**src/rtl/ccr_defines.svh**
```systemverilog
// Constants for the command and configuration register bank.
// Assumes a byte-addressed register port with 8-bit addresses.
//
// Contract
// Bits 31 to 16 of command_config are reloaded from the configuration EEPROM word; the code reloads bits 31, 23 and 22 to 21 only.
// With cold_wake_support clear, bit 31 of power_mgmt_reg_first is forced to zero.
// With cold_wake_support set and auxiliary power seen, that power bit is set to one.
// The aux_current_load field at bits 30 to 28 reports the auxiliary current need.
// With the power bit at one, aux_current_load defaults to 111b, meaning 375 mA.
// With the power bit at zero, aux_current_load defaults to 000b, wake unsupported.
// With four_indicator_select clear, three indicators show speed, link/act, dup/col.
// With four_indicator_select set, four show 100 link, 10 link, activity, dup/col.
// rx_fifo_size code 11 selects 1K bytes, 10 selects 2K bytes, 01 and 00 are reserved.
// Reserved bits 27 to 24 read as zero and ignore writes.
`ifndef CCR_DEFINES_SVH
`define CCR_DEFINES_SVH

`define CCR_ADDR_CMD_CFG 8'h88
`define CCR_ADDR_PM_STAT 8'h8c

`define CCR_BIT_COLD_WAKE 31
`define CCR_AUX_HI 30
`define CCR_AUX_LO 28
`define CCR_RSV_HI 27
`define CCR_RSV_LO 24
`define CCR_BIT_FOUR_LED 23
`define CCR_RFS_HI 22
`define CCR_RFS_LO 21
`define CCR_LOW_HI 15
`define CCR_LOW_LO 0
`define CCR_BIT_PM_WAKE 31

`define CCR_EE_COLD_WAKE 15
`define CCR_EE_FOUR_LED 7
`define CCR_EE_RFS_HI 6
`define CCR_EE_RFS_LO 5

`define CCR_AUX_FULL 3'h7
`define CCR_AUX_NONE 3'h0
`define CCR_RFS_1K 2'h3
`define CCR_RFS_2K 2'h2
`define CCR_RFS_RESET 2'h2
`define CCR_BYTES_1K 12'h400
`define CCR_BYTES_2K 12'h800
`define CCR_LOW_RESET 16'h0000

`endif

```
**src/rtl/ccr_pkg.sv**
```systemverilog
// Types shared by the command and configuration register bank.
// Assumes ccr_defines.svh is on the include path.
`default_nettype none

package ccr_pkg;

	typedef struct packed {
		logic cold_wake_support;
		logic [2:0] aux_current_load;
		logic four_indicator_select;
		logic [1:0] rx_fifo_size;
		logic [15:0] low_bits;
	} ccr_cfg_type;

	typedef struct packed {
		logic speed100;
		logic link;
		logic activity;
		logic full_duplex;
		logic collision;
	} ccr_phy_stat_type;

endpackage : ccr_pkg

`default_nettype wire

```
**src/rtl/ccr_sync.sv**
```systemverilog
// Two-flop level synchroniser.
// Assumes the input is asynchronous to clk_in.
`default_nettype none

module ccr_sync (
	// Clock and reset
	input wire logic clk_in,
	input wire logic rst_in,
	// Level
	input wire logic async_in,
	output logic sync_out
);

	logic meta_r;
	logic meta_nxt;
	logic sync_r;
	logic sync_nxt;

	always_comb begin
		meta_nxt = async_in;
		sync_nxt = meta_r;
	end

	always_ff @(posedge clk_in) begin
		if (rst_in) begin
			meta_r <= 1'b0;
			sync_r <= 1'b0;
		end else begin
			meta_r <= meta_nxt;
			sync_r <= sync_nxt;
		end
	end

	assign sync_out = sync_r;

endmodule : ccr_sync

`default_nettype wire

```
**src/rtl/ccr_command_config.sv**
```systemverilog
// Command and configuration register with EEPROM reload, wake power bit,
// indicator mapping and receive FIFO size selection.
// Assumes a same-clock register port and EEPROM loader; the auxiliary
// power detect is an asynchronous pin.
`include "ccr_defines.svh"
`default_nettype none

module ccr_command_config
	import ccr_pkg::*;
(
	// Clock and reset
	input wire logic clk_in,
	input wire logic rst_in,
	// Register port
	input wire logic [7:0] addr_in,
	input wire logic [31:0] wdata_in,
	input wire logic wr_in,
	input wire logic rd_in,
	output logic [31:0] rdata_out,
	// EEPROM recall of bits 31, 23 and 22 to 21
	input wire logic ee_load_in,
	input wire logic [15:0] ee_data_in,
	// Power management
	input wire logic aux_power_pin_in,
	output logic pm_cold_wake_out,
	// Indicators
	input wire ccr_phy_stat_type phy_stat_in,
	output logic [3:0] led_out,
	// Configuration outputs
	output logic four_indicator_select_out,
	output logic [11:0] rx_fifo_bytes_out
);

	ccr_cfg_type cfg_r;
	ccr_cfg_type cfg_nxt;
	logic aux_written_r;
	logic aux_written_nxt;
	logic pm_r;
	logic pm_nxt;
	logic [31:0] rdata_r;
	logic [31:0] rdata_nxt;
	logic [3:0] led_r;
	logic [3:0] led_nxt;
	logic [11:0] fifo_bytes_r;
	logic [11:0] fifo_bytes_nxt;
	logic aux_seen;
	logic wr_cmd;
	logic rd_cmd;

	ccr_sync u_aux_sync (
		.clk_in(clk_in),
		.rst_in(rst_in),
		.async_in(aux_power_pin_in),
		.sync_out(aux_seen)
	);

	assign wr_cmd = wr_in && (addr_in == `CCR_ADDR_CMD_CFG);
	assign rd_cmd = rd_in && (addr_in == `CCR_ADDR_CMD_CFG);

	function automatic logic [31:0] cmd_word(input ccr_cfg_type c);
		logic [31:0] w;
		w = 32'h0000_0000;
		w[`CCR_BIT_COLD_WAKE] = c.cold_wake_support;
		w[`CCR_AUX_HI:`CCR_AUX_LO] = c.aux_current_load;
		w[`CCR_BIT_FOUR_LED] = c.four_indicator_select;
		w[`CCR_RFS_HI:`CCR_RFS_LO] = c.rx_fifo_size;
		w[`CCR_LOW_HI:`CCR_LOW_LO] = c.low_bits;
		return w;
	endfunction : cmd_word

	// Configuration fields: EEPROM recall wins over a software write
	always_comb begin
		cfg_nxt = cfg_r;
		aux_written_nxt = aux_written_r;
		if (ee_load_in) begin
			cfg_nxt.cold_wake_support = ee_data_in[`CCR_EE_COLD_WAKE];
			cfg_nxt.four_indicator_select = ee_data_in[`CCR_EE_FOUR_LED];
			if (ee_data_in[`CCR_EE_RFS_HI]) begin
				cfg_nxt.rx_fifo_size = ee_data_in[`CCR_EE_RFS_HI:`CCR_EE_RFS_LO];
			end
			aux_written_nxt = 1'b0;
		end else if (wr_in && (addr_in == `CCR_ADDR_CMD_CFG)) begin
			cfg_nxt.cold_wake_support = wdata_in[`CCR_BIT_COLD_WAKE];
			cfg_nxt.aux_current_load = wdata_in[`CCR_AUX_HI:`CCR_AUX_LO];
			aux_written_nxt = 1'b1;
			cfg_nxt.four_indicator_select = wdata_in[`CCR_BIT_FOUR_LED];
			// Reserved size codes are ignored so the FIFO never sees them
			if (wdata_in[`CCR_RFS_HI]) begin
				cfg_nxt.rx_fifo_size = wdata_in[`CCR_RFS_HI:`CCR_RFS_LO];
			end
			cfg_nxt.low_bits = wdata_in[`CCR_LOW_HI:`CCR_LOW_LO];
		end
		// Until software writes it, the load field follows the wake power bit
		if (!aux_written_nxt) begin
			cfg_nxt.aux_current_load = pm_r ? `CCR_AUX_FULL : `CCR_AUX_NONE;
		end
	end

	always_ff @(posedge clk_in) begin
		if (rst_in) begin
			cfg_r.cold_wake_support <= 1'b0;
			cfg_r.aux_current_load <= `CCR_AUX_NONE;
			cfg_r.four_indicator_select <= 1'b0;
			cfg_r.rx_fifo_size <= `CCR_RFS_RESET;
			cfg_r.low_bits <= `CCR_LOW_RESET;
			aux_written_r <= 1'b0;
		end else begin
			cfg_r <= cfg_nxt;
			aux_written_r <= aux_written_nxt;
		end
	end

	// Wake power bit
	always_comb begin
		pm_nxt = cfg_r.cold_wake_support && aux_seen;
	end

	always_ff @(posedge clk_in) begin
		if (rst_in) begin
			pm_r <= 1'b0;
		end else begin
			pm_r <= pm_nxt;
		end
	end

	// Indicators and FIFO size
	always_comb begin
		if (cfg_r.four_indicator_select) begin
			led_nxt[0] = phy_stat_in.link && phy_stat_in.speed100;
			led_nxt[1] = phy_stat_in.link && !phy_stat_in.speed100;
			led_nxt[2] = phy_stat_in.activity;
			led_nxt[3] = phy_stat_in.full_duplex || phy_stat_in.collision;
		end else begin
			led_nxt[0] = phy_stat_in.speed100;
			led_nxt[1] = phy_stat_in.link || phy_stat_in.activity;
			led_nxt[2] = phy_stat_in.full_duplex || phy_stat_in.collision;
			led_nxt[3] = 1'b0;
		end
		case (cfg_r.rx_fifo_size)
			`CCR_RFS_1K: begin
				fifo_bytes_nxt = `CCR_BYTES_1K;
			end
			default: begin
				fifo_bytes_nxt = `CCR_BYTES_2K;
			end
		endcase
	end

	always_ff @(posedge clk_in) begin
		if (rst_in) begin
			led_r <= 4'h0;
			fifo_bytes_r <= `CCR_BYTES_2K;
		end else begin
			led_r <= led_nxt;
			fifo_bytes_r <= fifo_bytes_nxt;
		end
	end

	// Read data, one cycle after the strobe; unmapped reads give zero
	always_comb begin
		rdata_nxt = 32'h0000_0000;
		if (rd_in) begin
			case (addr_in)
				`CCR_ADDR_CMD_CFG: begin
					rdata_nxt = cmd_word(cfg_r);
				end
				`CCR_ADDR_PM_STAT: begin
					rdata_nxt[`CCR_BIT_PM_WAKE] = pm_r;
				end
				default: begin
					rdata_nxt = 32'h0000_0000;
				end
			endcase
		end
	end

	always_ff @(posedge clk_in) begin
		if (rst_in) begin
			rdata_r <= 32'h0000_0000;
		end else begin
			rdata_r <= rdata_nxt;
		end
	end

	assign rdata_out = rdata_r;
	assign pm_cold_wake_out = pm_r;
	assign led_out = led_r;
	assign four_indicator_select_out = cfg_r.four_indicator_select;
	assign rx_fifo_bytes_out = fifo_bytes_r;
endmodule : ccr_command_config

`default_nettype wire

```
**config.mk**
```make
export PLATFORM = sky130hd
export DESIGN_NAME = ccr_command_config
export DESIGN_NICKNAME = d
export VERILOG_FILES = /design/src/rtl/ccr_pkg.sv /design/src/rtl/ccr_sync.sv /design/src/rtl/ccr_command_config.sv
export VERILOG_INCLUDE_DIRS = /design/src /design/src/rtl
export SDC_FILE = /design/constraint.sdc
export NUM_CORES = 1
export LEC_CHECK = 0
export BUFFER_PORTS_ARGS = -buffer_cell sky130_fd_sc_hd__buf_2
export CORE_MARGIN = 5
export CORE_UTILIZATION = 43
export DETAILED_ROUTE_END_ITERATION = 16
export GPL_TIMING_DRIVEN = 0
export PLACE_DENSITY = 0.83
export SYNTH_ARGS = -nofsm -noshare
export SYNTH_HDL_FRONTEND = slang
export SYNTH_SLANG_ARGS = --single-unit
```
**constraint.sdc**
```tcl
create_clock -name clk_in -period 2.77 [get_ports clk_in]
set_clock_uncertainty 0.2 [all_clocks]
set_input_delay 0.277 -clock clk_in [delete_from_list [all_inputs] [get_ports clk_in]]
set_output_delay 0.277 -clock clk_in [all_outputs]
set_load 0.02 [all_outputs]
```
* Word level (Yosys, flattened, before mapping)
Index checks and enable logic that the tools add are counted.
** Storage, ports and cells
- Register bits :: 75
- Bits in latches :: 0
- Memory bits (writable) :: 0
- ROM bits :: 0
- Input bits :: 67
- Memories kept :: 0
** Operators by class
- Add/subtract/negate cells :: 0
- Multiply operators :: 0
- Div/mod/pow operators :: 0
- $lt $le $gt $ge :: 0
- Eq/ne operators :: 6
- Shift-type cells :: 0
- Mux-type cells :: 13
- Bitwise gates (word level) :: 4
- Reduce and logical (&&, ||, !) cells :: 15
** Operators by type and width (number)
- 23-bit 2-to-1 mux :: 1
- 8-bit equality test, second input constant :: 2
- 3-bit 2-to-1 mux :: 5
- 12-bit 2-to-1 mux :: 1
- 1-bit logical AND :: 4
- 2-bit 2-to-1 mux :: 2
- 2-bit by 1-bit != test with 1-bit output, second input constant :: 2
- 1-bit inverter :: 4
- 2-bit AND reduction :: 2
- 2-bit nonzero test :: 2
- 2-bit OR reduction :: 2
- 1-bit 2-to-1 mux :: 3
- 3-bit AND reduction :: 1
- 3-bit OR reduction :: 1
- 2-bit equality test, second input constant :: 1
- 1-bit logical OR :: 2
- 2-bit != test, second input constant :: 1
- 1-bit case mux with 2 select lines :: 1
- 1-bit logical NOT :: 1

* Depth between registers and ports, before layout
Gate-level depths: netlist of the first run.
- Depth after elaboration :: 6
- Gate-level depth with buffers :: 6
- Depth with buffers taken out :: 4

* Hierarchy
From an unflattened synthesis of the first run, not the netlist that was laid out.
** Unflattened totals
- Cell total of the unflattened synthesis :: 211
- Area total of the unflattened synthesis :: 2030.7 um^2
** Modules (own cells, without submodules)
- ccr_command_config :: times used 1, cells an instance 207, area an instance 1978.1 um^2
- ccr_sync :: times used 1, cells an instance 4, area an instance 52.6 um^2

* Least setup slack after synthesis of the first run
Ideal clock, no wire load.
- Path kind :: input -> register
- From :: in addr_in[1]
- To :: reg cfg_r[19] (netlist name)
- Data arrival time :: 1.804 ns
- Required time :: 2.491 ns
- Path slack :: 0.686 ns
- Stages on the path :: 5
- Buffers on the path :: 1
- Path through :: or4_4 > or4_1 > buf_2 > a21o_1 > a211oi_2
** On the way
- Word-level cells in the longest chain between the ends :: 6
- Elaborated cells between the ends (all ways) :: 8
- Those cells by class :: eq/ne (3); mux (3); reduce/logical (2)
** RTL lines
- start: declaration :: line ccr_command_config.sv:15 : input wire logic [7:0] addr_in,
- 8-bit equality test *
- 1-bit logical AND * :: line ccr_command_config.sv:82 : end else if (wr_in && (addr_in == `CCR_ADDR_CMD_CFG)) begin
- 1-bit 2-to-1 mux :: line ccr_command_config.sv:82
- 1-bit 2-to-1 mux :: line ccr_command_config.sv:75 : if (ee_load_in) begin
- 2-bit by 1-bit != test with 1-bit output (no source line) or 2-bit != test (tied branches)
- 2-bit AND reduction (no source line)
- end signal: assignment :: line ccr_command_config.sv:108 : cfg_r <= cfg_nxt;
- end: declaration :: line ccr_command_config.sv:34 : ccr_cfg_type cfg_r;
Mark *: on every way between the ends. The rest lies on a longest branch, timed or not.
A chain may end at the register's enable or synchronous reset.

* Worst setup path in the final report of the first run
- From :: in addr_in[1]
- To :: reg rdata_r[28] (netlist: rdata_out[28])
** On the way
- Word-level cells in the longest chain between the ends :: 3
** RTL lines
- 8-bit equality test :: line ccr_command_config.sv:163 : case (addr_in)
- 1-bit inverter (no source line)
- 3-bit OR reduction (no source line)
- end signal: assignment :: line ccr_command_config.sv:181 : rdata_r <= rdata_nxt;
- end: declaration :: line ccr_command_config.sv:40 : logic [31:0] rdata_r;
Every way passes these cells.

==> impl_metrics.py, run 1 <==
metrics = {
    "clock_network": {
        "cts_tree": "done",
        "postCtsSetupRepairBufs": 0,
        "cts_sinks": 56,
        "cts-resized-gates": 0,
        "cts_inserted_buffers": 5,
        "clock-root-buffer": "clkbuf_8",
        "worstSkewPairLatency_ps": 310,
        "h-tree-depth": 2,
        "clk_path_buf_depth": 2,
        "clkTransAtPathRegs_ps": 100,
    },
    "critical_path": {
        "cp-start-kind": "input pin",
        "crit_fanout": 10,
        "crit_arrival_ps": 2190,
        "cp.required_ps": 2820,
        "cp_slowest_cell": "or4_4",
        "crit_path_end_kind": "flip-flop",
        "critPathKind": "in2reg",
        "path_cells": "buf_2, or4_4, or2_2, nor4b_4, clkbuf_1, and2_1",
        "max_stage_delay_ps": 550,
    },
    "cells_and_area": {
        "final_util_pct": 59.0,
        "drive_gt1_share_pct": 35.5,
        "final_common_cell": "buf_2",
        "num_antenna_cells": 0,
        "nFillCells": 435,
        "fin_nets": 390,
        "mostFrequentLayoutCells": "buf_2 (80), dfxtp_1 (56), nand2_1 (35)",
        "area_delta_synth_final_pct": 35.5,
    },
    "placed_design": {
        "gp_congestion": 0.779,
        "dp_hpwl_um": 3610,
        "port_buffers": 76,
    },
    "floorplanning": {
        "dieWidth_um": 78.7,
        "fp.dieH_um": 78.7,
        "rows": 25,
        "io_pins": 117,
        "start_util_pct": 43.6,
        "core_area_mm2": 0.00466,
        "die_area_mm2": 0.00620,
    },
    "timing": {
        "maxSlewViolCount": 0,
        "fmax_mhz": 468,
        "min_period_over_period_pct": 77.1,
        "setup_violations": 0,
        "grt_setup_unrepaired": "false",
        "tightestPinTransition_ps": 643,
        "final_hold_viol_count": 0,
        "fin_setup_tns_ps": 0,
        "period_needed_ps": 2140,
        "max_slew_margin_pct": 56.8,
    },
    "synth": {
        "syn_area_mm2": 0.00203,
        "syn_inst": 211,
        "synth_warnings": 0,
        "synthFlopType": "dfxtp_1",
        "synth-edff-count": 0,
        "ys_async_sr_fraction_pct": 0,
        "synth_cell_types": 31,
        "synth_seq_cells": 56,
        "yosysSeqAreaShare_pct": 55.2,
        "avgSynthCellArea_um2": 9.62,
    },
    "global_route": {
        "grt_pass1_vias": 1724,
        "grt_max_degree": 20,
        "antenna_found_initial": 0,
        "grt.total_usage_pct": 15.4,
        "grt_pass1_wl_um": 7540,
        "grt_overflow_total": 0,
    },
    "pwr": {
        "p_per_area_mw_per_mm2": 514,
        "max-vdd-ir-drop_mv": 0.293,
        "total_power_mw": 1.42,
        "p_leak_nw": 1.29,
    },
    "route": {
        "drt-pass1-iter-count": 4,
        "drtAntennaViolNets": 0,
        "drt_wl_total_um": 4630,
        "wl_per_cell_um": 12.3,
        "drc": 0,
        "drtIter0Drc": 42,
        "vias": 1700,
        "routed_via_density": 4.50,
    },
    "run": {
        "timing.max_cap.violations": 0,
    },
    "run_status": {
        "status": "finished, final reports clean",
    },
    "min_path": {
        "worstHoldPathType": "in2reg",
    },
}
-- cell usage after synthesis, types with 2 or more instances --
cell type / n / area [um2]
buf_4: 19 / 143
nor2_1: 11 / 41.3
mux2i_1: 3 / 30.0
nand2b_1: 2 / 12.5
a211oi_2: 3 / 37.5
dfxtp_1: 56 / 1120
and2_1: 22 / 138
buf_2: 4 / 20.0
or2_2: 2 / 12.5
inv_1: 2 / 7.51
clkbuf_1: 5 / 18.8
nor3_1: 2 / 10.0
nor2b_1: 4 / 25.0
a211oi_1: 2 / 15.0
nor4b_1: 4 / 35.0
nor3b_1: 2 / 15.0
nand2_1: 35 / 131
a21oi_1: 19 / 95.1
and3b_1: 2 / 17.5
-- state kept, by name (all words and copies together) (netlist names), 2 cells and up --
signal             count
cfg_r                 22
rdata_out             23
led_out                4
rx_fifo_bytes_out      2
-- power by group --
group | leakage, nW | internal [mW] | total [mW] | switching (mW)
Combinational | 0.791 | 0.0682 | 0.140 | 0.0722
Clock | 0.0487 | 0.185 | 0.455 | 0.270
Sequential | 0.453 | 0.815 | 0.820 | 0.00524
Total | 1.29 | 1.07 | 1.42 | 0.348
-- final cells by class --
| type | count | area, um2 | area share [%] |
|---|---|---|---|
| timing repair buffer | 87 | 490 | 17.8 |
| clock buffer | 5 | 68.8 | 2.50 |
| clock inverter | 3 | 26.3 | 0.955 |
| sequential | 56 | 1120 | 40.7 |
| multi-input combinational | 142 | 785 | 28.5 |
| tap | 54 | 67.6 | 2.46 |
| inverter | 2 | 7.51 | 0.273 |
| buffer | 29 | 185 | 6.73 |
-- cells by family after synthesis --
logic type | after synthesis | share of synthesized area [%]
AO/OA/AOI/OAI | 27 | 8.44
buffers and inverters | 31 | 9.49
flip-flops | 56 | 55.2
multiplexers | 3 | 1.48
other | 1 | 0.185
AND/OR/NAND/NOR | 93 | 25.2
-- final timing paths --
path / endpoint / slack [ps] / from / cells past startpoint
min: cfg_r[12]$_SDFFE_PP0P_ / 5 / wdata_in[12] / 3
max: rdata_out[28]$_SDFF_PP0_ / 630 / addr_in[1] / 6
max reg2reg: cfg_r[19]$_SDFFE_PP0P_ / 1620 / aux_written_r$_SDFF_PP0_ / 2
min reg2reg: u_aux_sync.sync_out$_SDFF_PP0_ / 250 / u_aux_sync.meta_r$_SDFF_PP0_ / 1
-- stage by stage --
step                      instances  setup WS [ps]  hold WS (ps)  area, um2
after floorplan                 229            686           196       2100
after global placement          359            289           218       2550
after detailed placement        359            273           235       2550
after CTS                       375            597         0.256       2720
after global routing            378            545          1.78       2750
final                           378            633          4.74       2750
-- layer usage --
metal / global-route usage [%] / vias to the layer above / wire (um)
met4: 8.04 / 0 / 127
li1: - / 873 / -
met1: 17.4 / 745 / 1840
met2: 26.8 / 70 / 2300
met3: 3.85 / 12 / 370
met5: 0 / - / 0
-- worst max-delay path: cells and delay by family --
family	cells	cell delay, ps
AND/OR/NAND/NOR	4	1430
buffers and inverters	2	470
-- repair_timing --
action	4_1_cts	5_1_grt
hold buffers	8	3
endpoints found under the setup margin	0	0
hold endpoints to repair	8	3
No activity file was read; power rests on OpenSTA's default activity.
==> run 2, diff against run 1 <==
--- a/config.mk
+++ b/config.mk
@@ -6,9 +6,10 @@
 export SDC_FILE = /design/constraint.sdc
 export NUM_CORES = 1
 export LEC_CHECK = 0
+export ABC_AREA = 1
 export BUFFER_PORTS_ARGS = -buffer_cell sky130_fd_sc_hd__buf_2
 export CORE_MARGIN = 5
-export CORE_UTILIZATION = 43
+export CORE_UTILIZATION = 44
 export DETAILED_ROUTE_END_ITERATION = 16
 export GPL_TIMING_DRIVEN = 0
 export PLACE_DENSITY = 0.83
==> constraint.sdc (replaced) <==
create_clock -name clk_in -period 2.2 [get_ports clk_in]
set_clock_uncertainty 0.2 [all_clocks]
set_input_delay 0.22 -clock clk_in [delete_from_list [all_inputs] [get_ports clk_in]]
set_output_delay 0.22 -clock clk_in [all_outputs]
set_load 0.02 [all_outputs]
==> run 2 against run 1 <==
Net effect:
- largest power group unchanged
- total power grew 23%
- first-iteration DRC count increased by 57%
- global-route usage fell by 0.38 points
- critical endpoint is now led_out[1]$_SDFF_PP0_
- combinational power is 42% higher
- worst setup slack got worse by 71 ps
- critical path depth down 1
==> impl_metrics.py, run 2 <==
metrics = {
    "global_route": {
        "grt_overflow_total": 0,
        "grt_max_degree": 16,
        "grt_pass1_vias": 1824,
        "grt_pass1_wl_um": 7710,
        "grt.total_usage_pct": 15.0,
        "antenna_found_initial": 0,
    },
    "cells_and_area": {
        "final_common_cell": "buf_2",
        "area_delta_synth_final_pct": 38.2,
        "final_util_pct": 63.8,
        "mostFrequentLayoutCells": "buf_2 (78), dfxtp_1 (56), inv_1 (34)",
        "drive_gt1_share_pct": 36.3,
        "finalNonFillerCells": 436,
        "fin_nets": 436,
        "num_antenna_cells": 0,
        "largest_reg_flops": 23,
    },
    "placed_design": {
        "port_buffers": 75,
        "gp_congestion": 0.834,
        "dp_cells": 405,
        "dp_hpwl_um": 3520,
    },
    "synth": {
        "synth-edff-count": 0,
        "ys_async_sr_fraction_pct": 0,
        "syn_area_mm2": 0.00221,
        "synth_most_common_cell": "dfxtp_1",
        "yosys.area.top_type_share_pct": 50.7,
        "yosysSeqAreaShare_pct": 50.7,
        "yosysTopAreaCell": "dfxtp_1",
        "synthFlopType": "dfxtp_1",
        "synth_warnings": 0,
        "avgSynthCellArea_um2": 9.02,
        "synth_seq_cells": 56,
        "synth_cell_types": 26,
        "synth_area_leaders": "dfxtp_1 (51%), buf_4 (6.5%), nor2_4 (6.1%), inv_1 (5.8%), o21a_1 (5.4%)",
        "syn_inst": 245,
        "yosys-top-cells-count": "dfxtp_1 (56), inv_1 (34), nand2_1 (23), a21oi_1 (20), buf_4 (19)",
    },
    "timing": {
        "maxSlewViolCount": 0,
        "fin_setup_tns_ps": 0,
        "min_period_over_period_pct": 74.4,
        "fmax_mhz": 611,
        "final_hold_viol_count": 0,
        "grt_setup_unrepaired": "false",
        "period_needed_ps": 1640,
        "setup_violations": 0,
    },
    "clock_network": {
        "postCtsSetupRepairBufs": 0,
        "worstSkewPairLatency_ps": 290,
        "clkTransAtPathRegs_ps": 90,
        "cts_inserted_buffers": 5,
        "cts_tree": "done",
        "cts_sinks": 56,
        "clock-root-buffer": "clkbuf_8",
        "h-tree-depth": 2,
        "clk_path_buf_depth": 2,
    },
    "route": {
        "drtAntennaViolNets": 0,
        "wl_per_cell_um": 10.9,
        "drtIter0Drc": 66,
        "drt-pass1-iter-count": 4,
        "vias": 1853,
        "drc": 0,
        "drt_wl_total_um": 4740,
        "routed_via_density": 4.25,
    },
    "pwr": {
        "p_per_area_mw_per_mm2": 569,
        "max-vdd-ir-drop_mv": 0.341,
        "p_leak_nw": 1.46,
    },
    "floorplanning": {
        "io_pins": 117,
        "dieWidth_um": 80.9,
        "die_area_mm2": 0.00654,
        "core_area_mm2": 0.00479,
        "start_util_pct": 46.2,
        "rows": 25,
        "fp.dieH_um": 80.9,
    },
    "critical_path": {
        "crit_fanout": 3,
        "cp.required_ps": 2180,
        "crit_arrival_ps": 1620,
        "critPathKind": "in2reg",
        "cp-start-kind": "input pin",
        "crit_path_end_kind": "flip-flop",
    },
    "run": {
        "timing.max_cap.violations": 0,
    },
    "min_path": {
        "worstHoldPathType": "in2reg",
    },
    "run_status": {
        "status": "finished, final reports clean",
    },
}
[run 2: stage by stage]
| step | cell area [um2] | worst slack, ps | hold slack, ps | total power, mW |
|---|---|---|---|---|
| 6_report | 3060 | 562 | 16.5 | 1.74 |
| 4_1_cts | 3060 | 583 | 11.4 | 1.76 |
| 2_1_floorplan | 2280 | 831 | 127 | 1.16 |
| 3_3_place_gp | 2740 | 550 | 190 | 1.21 |
| 3_5_place_dp | 2740 | 511 | 198 | 1.22 |
| 5_1_grt | 3060 | 462 | 9.20 | 1.82 |
[run 2: layer usage]
layer  GRT usage (%)  part of all wire (%)
met5               0                     0
met3            3.44                   5.1
met1            15.7                    41
met2            29.0                    52
met4            5.57                   1.4
[run 2: final timing paths]
path                                                        startpoint  slack [ps]                                to  cells after the start
worst max-delay path                                    phy_stat_in[3]         560             led_out[1]$_SDFF_PP0_                      5
worst min-delay path                                            rst_in          20  rx_fifo_bytes_out[10]$_SDFF_PP0_                      2
worst min register to register            u_aux_sync.meta_r$_SDFF_PP0_         210    u_aux_sync.sync_out$_SDFF_PP0_                      2
worst max register to register  four_indicator_select_out$_SDFFE_PP0P_         670             led_out[1]$_SDFF_PP0_                      4
[run 2: logic make-up (layout without fill, tap and decap cells)]
kind of cell,Yosys count,after routing,synth area share [%]
AO/OA/AOI/OAI,42,42,11.3
flip-flops,56,56,50.7
other,1,19,0.170
buffers and inverters,63,169,15.2
AND/OR/NAND/NOR,83,83,22.6
[run 2: where the power goes]
group          internal (mW)  switching (mW)  total [mW]
Clock                  0.217           0.293       0.511
Sequential              1.02         0.00401        1.03
Combinational         0.0966           0.103       0.199
[run 2: area by class of cell]
| class | count | area (um2) |
|---|---|---|
| Tap cell | 67 | 83.8 |
| Sequential cell | 56 | 1120 |
| Clock buffer | 6 | 72.6 |
| Buffer | 28 | 205 |
| Fill cell | 422 | 1730 |
| Timing Repair Buffer | 99 | 616 |
| Clock inverter | 1 | 5.00 |
| Inverter | 35 | 131 |
| Multi-Input combinational cell | 144 | 821 |
[run 2: what timing repair did]
item	4_1_cts	5_1_grt
gates resized for setup	0	0
hold endpoints to repair	21	0
setup endpoints to repair	0	0
hold buffers	24	0
[run 2: critical path: stages]
cell,delay (ps)
dlygate4sd3_1,530
buf_2,130
o21ai_0,140
nor2_1,60
dlygate4sd3_1,540
